$ cat src/pkg/ccrc_pkg.sv
// Constants, register layouts and types of the control channel reflect block.
// Operation
// - Listen enable only matters while reflection is active, whatever started it.
// - Reflecting with listen set: incoming frames are stored and signalled.
// - Reflecting with listen clear: no storing, only unmasked loop bit changes signalled; in hardware reflection code also signals a masked loop fall.
// - Driver control on: buffer control active only during processed channels, or in every frame with extended frame enable.
// - Driver control off: buffer control held high in every frame.
// - Hardware disable on: bit 4 of each channel frame disables that channel.
// - Flexible bit from frame bit 2, 1, 0 for selector 11, 10, 01; 00 off.
// - Loop bit handled by hardware only with loop enable and special frame mode.
// - Loop bit rising starts reflection at the next per-channel frame.
// - Triggering special frame stored last; later special frames not stored.
// - During hardware reflection with listen clear only unmasked loop bit changes are signalled; code also signals a masked loop fall via the stored frame.
// - Entering hardware reflection freezes all disable and flexible bits.
// - Loop bit falling ends reflection next frame; that special frame is stored.
// - Loop enable clear: normal operation, reflection under software control.
// - Software reflect bit honoured only with loop enable clear; acts immediately.
// - Software reflection with listen clear signals only loop changes; it always freezes channel bits.
// - In the 128 ms mode only the 16 processed channels are evaluated.
// - Next complete frame after sync gets the number in the alignment register.
// - Numbering aligns to first sync pulse seen at a serial clock falling edge.
// - Special frame mode: the selected frame carries global information.
// - No special frame set: the selected frame is an ordinary channel frame.
package ccrc_pkg;

  localparam logic [7:0] CONFIG_ADDR      = 8'h60;
  localparam logic [7:0] ALIGN_ADDR       = 8'h61;
  localparam logic [7:0] SETUP_ADDR       = 8'h68;
  localparam logic [7:0] MASK_ADDR        = 8'h69;
  localparam logic [7:0] UNLOCK_ADDR      = 8'h6A;
  localparam logic [7:0] STATUS_ADDR      = 8'h6B;
  localparam logic [2:0] RAM_WINDOW_BASE  = 3'h4;

  localparam logic [7:0] CONFIG_RESET     = 8'h00;
  localparam logic [4:0] ALIGN_RESET      = 5'h00;
  localparam logic [7:0] SETUP_RESET      = 8'h00;

  localparam int         LOOP_BIT_POS     = 7;
  localparam int         DISABLE_BIT_POS  = 4;
  localparam int         CHANNELS         = 32;
  localparam logic [4:0] PROCESSED_128    = 5'h10;
  localparam logic [2:0] FIRST_BIT        = 3'h7;

  // Configuration register layout, bit 7 reads zero.
  typedef struct packed {
    logic       reserved;
    logic       reflect_listen_enable;
    logic       output_driver_control_enable;
    logic       hardware_disable_bit_enable;
    logic [1:0] flexible_bit_select;
    logic       hardware_loop_enable;
    logic       software_reflect_control;
  } ccrc_config_t;

  // Special frame setup, bit 7 reads zero.
  typedef struct packed {
    logic       reserved;
    logic       no_special_frame;
    logic       extended_frame_enable;
    logic [4:0] special_frame_select;
  } ccrc_setup_t;

  // Synchronised link pins.
  typedef struct packed {
    logic serial_clock_input;
    logic frame_sync_input;
    logic control_serial_in;
  } ccrc_link_t;

  typedef enum logic [2:0] {
    ST_NORMAL = 3'b001,
    ST_HW     = 3'b010,
    ST_SW     = 3'b100
  } ccrc_state_t;

endpackage

$ cat src/rtl/ccrc_core.sv
// Control channel reflect, frame alignment and channel bit logic.
`timescale 1ns/1ps
module ccrc_core #(
  parameter int CHANNELS = 32
) (
  // Clock and reset.
  input  wire logic                clk,
  input  wire logic                resetn,
  // Register port.
  input  wire logic [7:0]          addr,
  input  wire logic [7:0]          wdata,
  input  wire logic                wr,
  input  wire logic                rd,
  output      logic [7:0]          rdata,
  // Link pins.
  input  wire logic                serial_clock_input,
  input  wire logic                frame_sync_input,
  input  wire logic                control_serial_in,
  input  wire logic                tail_length_select_hi,
  input  wire logic                tail_length_select_lo,
  output      logic                control_serial_out,
  output      logic                output_buffer_control,
  // Channel control and events.
  output      logic [CHANNELS-1:0] channel_disable_bit,
  output      logic [CHANNELS-1:0] flexible_control_bit,
  output      logic                frame_event
);

  ccrc_pkg::ccrc_link_t   link_s1;
  ccrc_pkg::ccrc_link_t   link_s2;
  logic                   sclk_d;
  logic [1:0]             mode_s1;
  logic [1:0]             mode_s2;

  ccrc_pkg::ccrc_config_t cfg;
  ccrc_pkg::ccrc_config_t next_cfg;
  ccrc_pkg::ccrc_setup_t  setup;
  ccrc_pkg::ccrc_setup_t  next_setup;
  ccrc_pkg::ccrc_state_t  state;
  ccrc_pkg::ccrc_state_t  next_state;
  logic [4:0]             align;
  logic [4:0]             next_align;
  logic                   loop_mask;
  logic                   next_loop_mask;
  logic                   unlock;
  logic                   next_unlock;
  logic [2:0]             bit_cnt;
  logic [2:0]             next_bit_cnt;
  logic [4:0]             frame_num;
  logic [4:0]             next_frame_num;
  logic [6:0]             shift;
  logic [6:0]             next_shift;
  logic                   aligned;
  logic                   next_aligned;
  logic                   loop_prev;
  logic                   next_loop_prev;
  logic [CHANNELS-1:0]    next_dis;
  logic [CHANNELS-1:0]    next_flx;
  logic                   next_event;
  logic                   next_sout;
  logic                   next_tbuf;
  logic [7:0]             next_rdata;
  logic                   ram_we;
  logic [7:0]             ram_wd;
  logic [7:0]             input_frame_ram [CHANNELS];

  logic                   sclk_fall;
  logic                   frame_end;
  logic [7:0]             byte_in;
  logic                   mode_128;
  logic                   special;
  logic                   hw_active;
  logic                   evaluated;
  logic                   drive_ok;
  logic                   loop_rise;
  logic                   loop_fall;
  logic                   flex_val;
  logic                   store;

  // Pins from the link side pass two flip-flops before use.
  always_ff @(posedge clk or negedge resetn) begin
    if (!resetn) begin
      link_s1 <= '0;
      link_s2 <= '0;
      sclk_d  <= 1'b0;
      mode_s1 <= 2'h0;
      mode_s2 <= 2'h0;
    end else begin
      link_s1 <= {serial_clock_input, frame_sync_input, control_serial_in};
      link_s2 <= link_s1;
      sclk_d  <= link_s2.serial_clock_input;
      mode_s1 <= {tail_length_select_hi, tail_length_select_lo};
      mode_s2 <= mode_s1;
    end
  end

  always_comb begin
    sclk_fall = sclk_d & ~link_s2.serial_clock_input;
    frame_end = sclk_fall & aligned & (bit_cnt == 3'h0);
    byte_in   = {shift, link_s2.control_serial_in};
    mode_128  = mode_s2[1];
    special   = ~setup.no_special_frame
                & (frame_num == setup.special_frame_select);
    hw_active = cfg.hardware_loop_enable & ~setup.no_special_frame;
    evaluated = ~mode_128 | (frame_num < ccrc_pkg::PROCESSED_128);
    drive_ok  = evaluated | setup.extended_frame_enable;
    loop_rise = byte_in[ccrc_pkg::LOOP_BIT_POS] & ~loop_prev;
    loop_fall = ~byte_in[ccrc_pkg::LOOP_BIT_POS] & loop_prev;
    case (cfg.flexible_bit_select)
      2'h3:    flex_val = byte_in[2];
      2'h2:    flex_val = byte_in[1];
      2'h1:    flex_val = byte_in[0];
      default: flex_val = 1'b0;
    endcase
  end

  // Frame assembly, reflection state and channel bits.
  always_comb begin
    next_bit_cnt   = bit_cnt;
    next_frame_num = frame_num;
    next_shift     = shift;
    next_aligned   = aligned;
    next_loop_prev = loop_prev;
    next_state     = state;
    next_dis       = channel_disable_bit;
    next_flx       = flexible_control_bit;
    next_event     = 1'b0;
    ram_we         = 1'b0;
    ram_wd         = byte_in;
    store          = 1'b0;
    if (!cfg.hardware_loop_enable) begin
      // Software reflection acts at once, the loop bit is ignored.
      next_state = cfg.software_reflect_control ? ccrc_pkg::ST_SW
                                                : ccrc_pkg::ST_NORMAL;
    end else if (state == ccrc_pkg::ST_SW || !hw_active) begin
      next_state = ccrc_pkg::ST_NORMAL;
    end
    if (sclk_fall && !aligned && link_s2.frame_sync_input) begin
      next_aligned   = 1'b1;
      next_bit_cnt   = ccrc_pkg::FIRST_BIT;
      next_frame_num = align;
    end else if (sclk_fall && aligned) begin
      next_shift   = byte_in[6:0];
      next_bit_cnt = bit_cnt - 3'h1;
      if (frame_end) begin
        next_frame_num = frame_num + 5'h1;
        if (special) begin
          next_loop_prev = byte_in[ccrc_pkg::LOOP_BIT_POS];
          if (hw_active && loop_rise && state == ccrc_pkg::ST_NORMAL) begin
            next_state = ccrc_pkg::ST_HW;
          end
          if (state == ccrc_pkg::ST_HW && loop_fall) begin
            next_state = ccrc_pkg::ST_NORMAL;
          end
          case (state)
            ccrc_pkg::ST_HW: store = loop_fall;
            ccrc_pkg::ST_SW: store = cfg.reflect_listen_enable;
            default:         store = 1'b1;
          endcase
          next_event = (loop_rise | loop_fall) & ~loop_mask;
        end else begin
          store = state == ccrc_pkg::ST_NORMAL
                  | cfg.reflect_listen_enable;
          if (state == ccrc_pkg::ST_NORMAL && evaluated) begin
            // Reflection freezes these bits.
            next_dis[frame_num] = cfg.hardware_disable_bit_enable
                & byte_in[ccrc_pkg::DISABLE_BIT_POS];
            next_flx[frame_num] = flex_val;
          end
        end
        ram_we = store;
        if (store && byte_in != input_frame_ram[frame_num]) begin
          next_event = 1'b1;
        end
      end
    end
    next_sout = (state != ccrc_pkg::ST_NORMAL)
                ? link_s2.control_serial_in : 1'b1;
    next_tbuf = ~(cfg.output_driver_control_enable & aligned
                  & drive_ok);
  end

  always_ff @(posedge clk or negedge resetn) begin
    if (!resetn) begin
      bit_cnt               <= ccrc_pkg::FIRST_BIT;
      frame_num             <= 5'h00;
      shift                 <= 7'h00;
      aligned               <= 1'b0;
      loop_prev             <= 1'b0;
      state                 <= ccrc_pkg::ST_NORMAL;
      channel_disable_bit   <= '0;
      flexible_control_bit  <= '0;
      frame_event           <= 1'b0;
      control_serial_out    <= 1'b1;
      output_buffer_control <= 1'b1;
    end else begin
      bit_cnt               <= next_bit_cnt;
      frame_num             <= next_frame_num;
      shift                 <= next_shift;
      aligned               <= next_aligned;
      loop_prev             <= next_loop_prev;
      state                 <= next_state;
      channel_disable_bit   <= next_dis;
      flexible_control_bit  <= next_flx;
      frame_event           <= next_event;
      control_serial_out    <= next_sout;
      output_buffer_control <= next_tbuf;
    end
  end

  always_ff @(posedge clk) begin
    if (ram_we) begin
      input_frame_ram[frame_num] <= ram_wd;
    end
  end

  // Register port.
  always_comb begin
    next_cfg       = cfg;
    next_align     = align;
    next_setup     = setup;
    next_loop_mask = loop_mask;
    next_unlock    = unlock;
    next_rdata     = 8'h00;
    if (wr) begin
      case (addr)
        ccrc_pkg::CONFIG_ADDR: if (unlock) begin
          next_cfg          = wdata;
          next_cfg.reserved = 1'b0;
        end
        ccrc_pkg::ALIGN_ADDR:  if (unlock) begin
          next_align = wdata[4:0];
        end
        ccrc_pkg::SETUP_ADDR: begin
          next_setup          = wdata;
          next_setup.reserved = 1'b0;
        end
        ccrc_pkg::MASK_ADDR:   next_loop_mask = wdata[0];
        ccrc_pkg::UNLOCK_ADDR: next_unlock = wdata[0];
        default:               next_unlock = unlock;
      endcase
    end
    if (rd) begin
      case (addr)
        ccrc_pkg::CONFIG_ADDR: next_rdata = cfg;
        ccrc_pkg::ALIGN_ADDR:  next_rdata = {3'h0, align};
        ccrc_pkg::SETUP_ADDR:  next_rdata = setup;
        ccrc_pkg::MASK_ADDR:   next_rdata = {7'h00, loop_mask};
        ccrc_pkg::UNLOCK_ADDR: next_rdata = {7'h00, unlock};
        ccrc_pkg::STATUS_ADDR: next_rdata = {2'h0, mode_128, frame_num};
        default: begin
          if (addr[7:5] == ccrc_pkg::RAM_WINDOW_BASE) begin
            next_rdata = input_frame_ram[addr[4:0]];
          end else if (addr == (ccrc_pkg::STATUS_ADDR + 8'h01)) begin
            next_rdata = {4'h0, aligned, state};
          end
        end
      endcase
    end
  end

  always_ff @(posedge clk or negedge resetn) begin
    if (!resetn) begin
      cfg       <= ccrc_pkg::CONFIG_RESET;
      align     <= ccrc_pkg::ALIGN_RESET;
      setup     <= ccrc_pkg::SETUP_RESET;
      loop_mask <= 1'b0;
      unlock    <= 1'b0;
      rdata     <= 8'h00;
    end else begin
      cfg       <= next_cfg;
      align     <= next_align;
      setup     <= next_setup;
      loop_mask <= next_loop_mask;
      unlock    <= next_unlock;
      rdata     <= next_rdata;
    end
  end
endmodule
$ cat config.mk
export PLATFORM = sky130hd
export DESIGN_NAME = ccrc_core
export DESIGN_NICKNAME = d
export VERILOG_FILES = /design/src/pkg/ccrc_pkg.sv /design/src/rtl/ccrc_core.sv
export SDC_FILE = /design/constraint.sdc
export NUM_CORES = 1
export LEC_CHECK = 0
export ABC_CLOCK_PERIOD_IN_PS = 2600
export BUFFER_PORTS_ARGS = -buffer_cell sky130_fd_sc_hd__buf_2
export CAP_MARGIN = 30
export CORE_ASPECT_RATIO = 0.8
export CORE_MARGIN = 2
export CORE_UTILIZATION = 24
export CTS_CLUSTER_SIZE = 24
export DETAILED_ROUTE_END_ITERATION = 10
export PLACE_DENSITY_LB_ADDON = 0.05
export SETUP_SLACK_MARGIN = 0.05
export SLEW_MARGIN = 20
export SYNTH_ARGS = -nofsm -noshare
export SYNTH_HDL_FRONTEND = slang
export SYNTH_SLANG_ARGS = --single-unit
$ cat constraint.sdc
create_clock -name clk -period 2.6 [get_ports clk]
set_input_delay 0.52 -clock clk [delete_from_list [all_inputs] [get_ports clk]]
set_output_delay 0.52 -clock clk [all_outputs]
set_load 0.01 [all_outputs]
==> results of run 1 <==
[metrics by stage]
step / instance area (sq um) / worst slack, ns / utilization / hold WS, ns
finish: 23500 / -0.140 / 0.324 / 0.0452
global route: 23500 / -0.215 / 0.324 / 0.0155
CTS: 23200 / -0.149 / 0.320 / 0.00120
detailed placement: 21100 / -0.504 / 0.291 / 0.341
global placement: 21100 / -0.492 / 0.291 / 0.337
floorplan: 17700 / -0.0514 / - / 0.224
[power by group]
group / switching (uW) / internal, uW / total (uW)
clock: 2720 / 4180 / 6900
sequential: 113 / 7040 / 7150
combinational: 2130 / 1690 / 3820
[sequential cells by signal (all words and copies together), names as in the netlist, 2 cells and up]
signal / flops
link_s1: 3
state: 3
input_frame_ram: 256
link_s2: 2
bit_cnt: 3
setup: 7
channel_disable_bit: 32
rdata: 8
flexible_control_bit: 32
frame_num: 5
shift: 7
cfg: 7
align: 5
[cells by family after synthesis]
family / count (synthesis) / share of synthesized area
buffers and inverters: 69 / 0.0211
flip-flops: 381 / 0.613
AND/OR/NAND/NOR: 225 / 0.0625
XOR/XNOR: 10 / 0.00496
AO/OA/AOI/OAI: 108 / 0.0423
multiplexers: 283 / 0.250
adder cells (fa/ha/maj): 8 / 0.00567
[how the worst max path moves through the flow]
stage | from | depth (start not counted) | endpoint | slack [ns]
floorplan | frame_num[0]$_DFFE_PN0P_ | 9 | input_frame_ram[26][0]$_DFFE_PP_ | -0.05
global placement | addr[0] | 8 | rdata[0]$_DFF_PN0_ | -0.49
detailed placement | addr[0] | 8 | rdata[0]$_DFF_PN0_ | -0.50
CTS | frame_num[0]$_DFFE_PN0P_ | 9 | input_frame_ram[7][4]$_DFFE_PP_ | -0.15
global route | frame_num[0]$_DFFE_PN0P_ | 11 | frame_event$_DFF_PN0_ | -0.21
finish | frame_num[0]$_DFFE_PN0P_ | 10 | frame_event$_DFF_PN0_ | -0.14
[area by class of cell]
cell class / instances / area, sq um / area share
sequential: 381 / 10800 / 0.461
antenna: 2 / 5.00 / 0.000213
timing repair buffer: 337 / 2970 / 0.126
tap: 945 / 1180 / 0.0503
clock buffer: 59 / 1330 / 0.0564
inverter: 9 / 33.8 / 0.00144
multi-input combinational: 634 / 6880 / 0.293
clock inverter: 21 / 265 / 0.0113
[critical path: stages (launching register included)]
cell and delay [ns]:
dfrtp_4 0.48, buf_12 0.17, buf_12 0.17, buf_8 0.15
mux2i_2 0.24, o22ai_1 0.15, or4_4 0.59, a21oi_4 0.15
xnor2_1 0.11, a2111oi_4 0.23, a31oi_1 0.13
[placed cells by master, fill, tap and decap left out, drive strengths merged, types with 6 or more instances in the layout]
cell type  instances
dfrtp            119
buf              332
nand2b            11
ha                 8
nor2              92
nor2b              8
xnor2              7
clkbuf            59
dfstp              6
o21ai             17
clkinv            10
o22ai             17
mux4             114
edfxtp           256
mux2i             61
nand3             12
mux2             108
and2               6
bufinv             6
inv               11
a21oi             20
a22oi             11
nand2             46
nor3              15
[metal layers]
| metal | track usage | vias to the layer above |
|---|---|---|
| met5 | 0 | - |
| met4 | 0.0385 | 0 |
| met3 | 0.0318 | 65 |
| met2 | 0.253 | 238 |
| met1 | 0.270 | 6075 |
| li1 | - | 4983 |
[what timing repair did]
item / 4_1_cts / 5_1_grt
setup buffers: 7 / 2
setup endpoints to repair: 257 / 286
endpoints found under the hold margin: 48 / 0
hold buffers: 4 / 0
gates resized for setup: 107 / 62
pin swaps: 11 / 19
gates cloned: 1 / 0
==> flow_summary.yaml, run 1 <==
timing:
  setup_viol: 209
  worstMarginPinSlew_ns: 0.708
  slew-limit-headroom: 0.527
  skew_ns: 0.0214
  slew_viol_final: 0
  finalHoldViolations: 0
  fin_crit_ns: 2.74
  fin_crit_sh: 1.05
  rsz0062_at_grt: "true"
  final.setup.tns_ns: -10.93
  max_freq_mhz: 365
  layout_setup_ws_ns: -0.140
final_layout:
  layout.cells.non_filler: 2388
  nNetsFinal: 1441
  area_delta_synth_final_pct: 33.0
  drive_gt1_frac: 0.486
  final.fill_count: 7103
min_path:
  hold_path_startpoint: "serial_clock_input"
  hold_depth: 1
  holdPathEnd: "link_s1[2]$_DFF_PN0_"
  hp-class: "in -> reg"
yosys:
  yosys_warnings: 0
  synth_top_area_cell: "edfxtp_1"
  synth_area_leaders: "edfxtp_1 44%, dfrtp_1 17%, mux4_2 14%"
  ys_ff_latch: 381
  synth-edff-count: 256
  yosysMostFrequentCell: "edfxtp_1"
  synth.net_count: 1117
  syn_area_sq_um: 17700
  synth_seq_area_share: 0.613
  avgSynthCellArea_sq_um: 16.3
  ys_top_cells_by_count: "256 x edfxtp_1, 119 x dfrtp_1, 107 x mux4_2, 106 x mux2_2, 92 x nor2_1"
  synth_ff_type: "edfxtp_1"
  synth_top_area_share: 0.435
  yosysUniqueCellTypes: 70
  synth_cells: 1084
  synthArstFlopShare: 0.328
clock_tree:
  cts.htree.levels: 2
  cts.path.max_buffers: 3
  cts_sinks: 381
  clockRootBuffer: "clkbuf_16"
  cts_made_buffers: 45
  clock_latency_ns: 0.60
  clkTransAtPathRegs_ns: 0.06
  tritoncts: "done"
run_status:
  run_status: "finished with violations"
  violations: "setup timing"
detailed_routing:
  drt-met1-wl_mm: 33.7
  ant_nets: 0
  wl_met2_mm: 27.9
  wl_per_cell_microns: 27.5
  wirelength_mm: 65.6
  vias: 11400
  highest_layer: "met4"
  vias_per_cell: 4.76
  drtIter0Drc: 834
  drc: 0
  wl_met3_mm: 2.89
  firstDrtPassIters: 5
place:
  finalWeightedCongestion: 0.788
  portBuffers: 97
  hpwl_mm: 47.8
  dp_cells: 2292
setup_path:
  worst-path-max-fanout: 10
  worstPathRequired_ns: 3.07
  r2r-end: "frame_event$_DFF_PN0_"
  crit_path_end_kind: "register"
  rrSetupSlack_ns: -0.14
  crit_type: "reg -> reg"
  worst_setup_path_start_kind: "register"
  reg2reg_depth: 10
  cp.arrival_ns: 3.21
  rr_startpoint: "frame_num[0]$_DFFE_PN0P_"
power:
  vdd_ir_drop_max_mv: 0.398
  p_total_uw: 17900
  leakage_uw: 0.00887
  p_per_area_nw_per_um2: 761
die:
  die_area_sq_um: 75800
  fp.dieW_microns: 307
  die_h_microns: 247
  pin_count: 100
  fp.coreArea_sq_um: 72400
  start_util: 0.244
  rows: 88
grt:
  grt_pass1_vias: 11800
  antenna_found_initial: 7
  grt_pass1_wl_mm: 93.2
  grt_overflow: 0
  grt_max_degree: 51
  track_usage: 0.175
job:
  maxCapViolCount: 0
No activity file was read; power rests on OpenSTA's default activity.
==> run 2, diff against run 1 <==
Settings changed: RECOVER_POWER set to 25, SKIP_CTS_REPAIR_TIMING set to 1.
==> run 2 against run 1 <==
Net effect:
- the flow finishes with violations (capacitance limit, slew limit, setup timing)
- via count decreased by 0.38%
- utilization decreased by 0.61 points
- clock skew decreased by 0.00065 ns
- clock power about the same
- cell count decreased by 0.25%
- worst hold slack got worse by 0.018 ns
- design area decreased by 1.9%
- sequential power about the same
- non-clock buffer count decreased by 5
- sequential share of layout area increased by 0.89 points
- global-route usage decreased by 0.22 points
- critical path type unchanged
- highest routed layer unchanged
==> flow_summary.yaml, run 2 (same netlist as run 1, synthesis figures left out) <==
run_status:
  run_status: "finished with violations"
  violations: "capacitance limit, slew limit, setup timing"
detailed_routing:
  drc: 0
  vias_per_cell: 4.75
  firstDrtPassIters: 5
  wl_per_cell_microns: 27.3
  drtIter0Drc: 832
  vias: 11300
  wirelength_mm: 64.9
  ant_nets: 0
power:
  p_sw_frac: 0.277
  p_switching_uw: 4900
  leakage_uw: 0.00871
  intPower_uw: 12800
  seq_power_share: 0.404
  power_frac_clock: 0.390
  p_per_area_nw_per_um2: 769
  comb_power_share: 0.206
  vdd_ir_drop_max_mv: 0.397
setup_path:
  rr_startpoint: "frame_num[0]$_DFFE_PN0P_"
  slowest_delay_ns: 0.57
  cp-startpoint: "frame_num[0]$_DFFE_PN0P_"
  cp.arrival_ns: 3.24
  cp_slowest_cell: "or4_4"
  crit_family: "compound AO/OA/AOI/OAI gates"
  worst-path-max-fanout: 10
  r2r-end: "frame_event$_DFF_PN0_"
  critPathBufInv: 3
  endpoint: "frame_event$_DFF_PN0_"
  path_depth: 10
  path_cells: "buf_12, buf_12, buf_8, mux2i_4, o22ai_2, or4_4, a21oi_2, xnor2_1, a2111oi_4, a31oi_1"
  worstPathRequired_ns: 3.07
  cpMostUsedCell: "buf_12"
  crit_path_end_kind: "register"
  crit_type: "reg -> reg"
  rrSetupSlack_ns: -0.18
  reg2reg_depth: 10
  worst_setup_path_start_kind: "register"
die:
  fp.dieW_microns: 307
  rows: 88
  die_h_microns: 247
  fp.coreArea_sq_um: 72400
  die_area_sq_um: 75800
  pin_count: 100
  start_util: 0.244
clock_tree:
  cts.path.max_buffers: 3
  cts_sinks: 381
  tritoncts: "done"
  clkTransAtPathRegs_ns: 0.06
  cts_made_buffers: 45
  cts.htree.levels: 2
  clock_latency_ns: 0.60
  clockRootBuffer: "clkbuf_16"
final_layout:
  regMostFlops: "input_frame_ram"
  final_common_cell: "edfxtp_1"
  largest_reg_flops: 256
  drive_gt1_frac: 0.466
  layout.cells.non_filler: 2382
  layout_common_cells: "256 x edfxtp_1, 174 x buf_4, 116 x dfrtp_1"
  area_delta_synth_final_pct: 30.5
  nNetsFinal: 1436
  reg_top3: "input_frame_ram: 256 flops, channel_disable_bit: 32 flops, flexible_control_bit: 32 flops"
timing:
  slew-limit-headroom: -0.128
  fin_crit_ns: 2.78
  slew_viol_final: 35
  worstMarginPinSlew_ns: 1.69
  finalHoldViolations: 0
  max_freq_mhz: 360
  fin_crit_sh: 1.07
  skew_ns: 0.0207
  rsz0062_at_grt: "true"
  layout_setup_ws_ns: -0.177
  setup_viol: 252
grt:
  antenna_found_initial: 6
  grt_pass1_wl_mm: 92.0
  grt_pass1_vias: 11700
  grt_overflow: 0
  track_usage: 0.173
  grt_max_degree: 51
place:
  dp_cells: 2292
  hpwl_mm: 47.8
  portBuffers: 97
  finalWeightedCongestion: 0.788
  place_ws_ns: -0.504
job:
  maxCapViolCount: 1
min_path:
  hp-class: "in -> reg"
## run 2: worst min-delay path by stage
| stage | start | end | slack [ns] | cells after the start |
|---|---|---|---|---|
| final | tail_length_select_hi | mode_s1[1]$_DFF_PN0_ | 0.03 | 1 |
| after global routing | frame_sync_input | link_s1[1]$_DFF_PN0_ | 0.003 | 1 |
| after CTS | resetn | link_s2[1]$_DFF_PN0_ | -0.13 | 1 |
| after detailed placement | mode_s1[1]$_DFF_PN0_ | mode_s2[1]$_DFF_PN0_ | 0.34 | 0 |
| after global placement | link_s1[1]$_DFF_PN0_ | link_s2[1]$_DFF_PN0_ | 0.34 | 0 |
| after floorplan | resetn | align[0]$_DFFE_PN0P_ | 0.22 | 0 |
## run 2: per-stage QoR
step                cell area (sq um)  utilization  hold slack (ns)  setup TNS (ns)  total power (uW)
CTS                             22600        0.313           -0.130          -45.66             17800
global placement                21100        0.291            0.337          -45.34             10800
finish                          23000        0.318           0.0277          -17.55             17700
floorplan                       17700            -            0.224          -10.49              9150
global route                    23000        0.318          0.00334          -47.75             18400
detailed placement              21100        0.291            0.341          -40.53             10800
## run 2: cell type report
cell class	count	area, sq um
fill	7138	49400
sequential	381	10800
multi-input combinational	634	6700
timing repair buffer	332	2700
clock buffer	59	1330
tap	945	1180
clock inverter	21	265
inverter	9	33.8
antenna	1	2.50
## run 2: per-layer routing
layer  share of wire  vias up  GRT usage
li1                -     4966          -
met1            0.51     6055      0.268
met2            0.43      235      0.250
met3           0.044       62     0.0295
met4           0.016        0     0.0359
met5               0        -          0
## run 2: power by group through the flow
stage	clock [uW]	sequential (uW)	combinational [uW]
after CTS	7130	7150	3530
after floorplan	0	7450	1700
after global placement	0	7270	3530
after global routing	7340	7170	3910
after detailed placement	0	7270	3530
final	6900	7150	3660
## run 2: worst register-to-register path: stages (launching register included)
cell and delay, ns:
dfrtp_4 0.46, buf_12 0.16, buf_12 0.17, buf_8 0.17, mux2i_4 0.26, o22ai_2 0.11
or4_4 0.57, a21oi_2 0.17, xnor2_1 0.12, a2111oi_4 0.31, a31oi_1 0.14
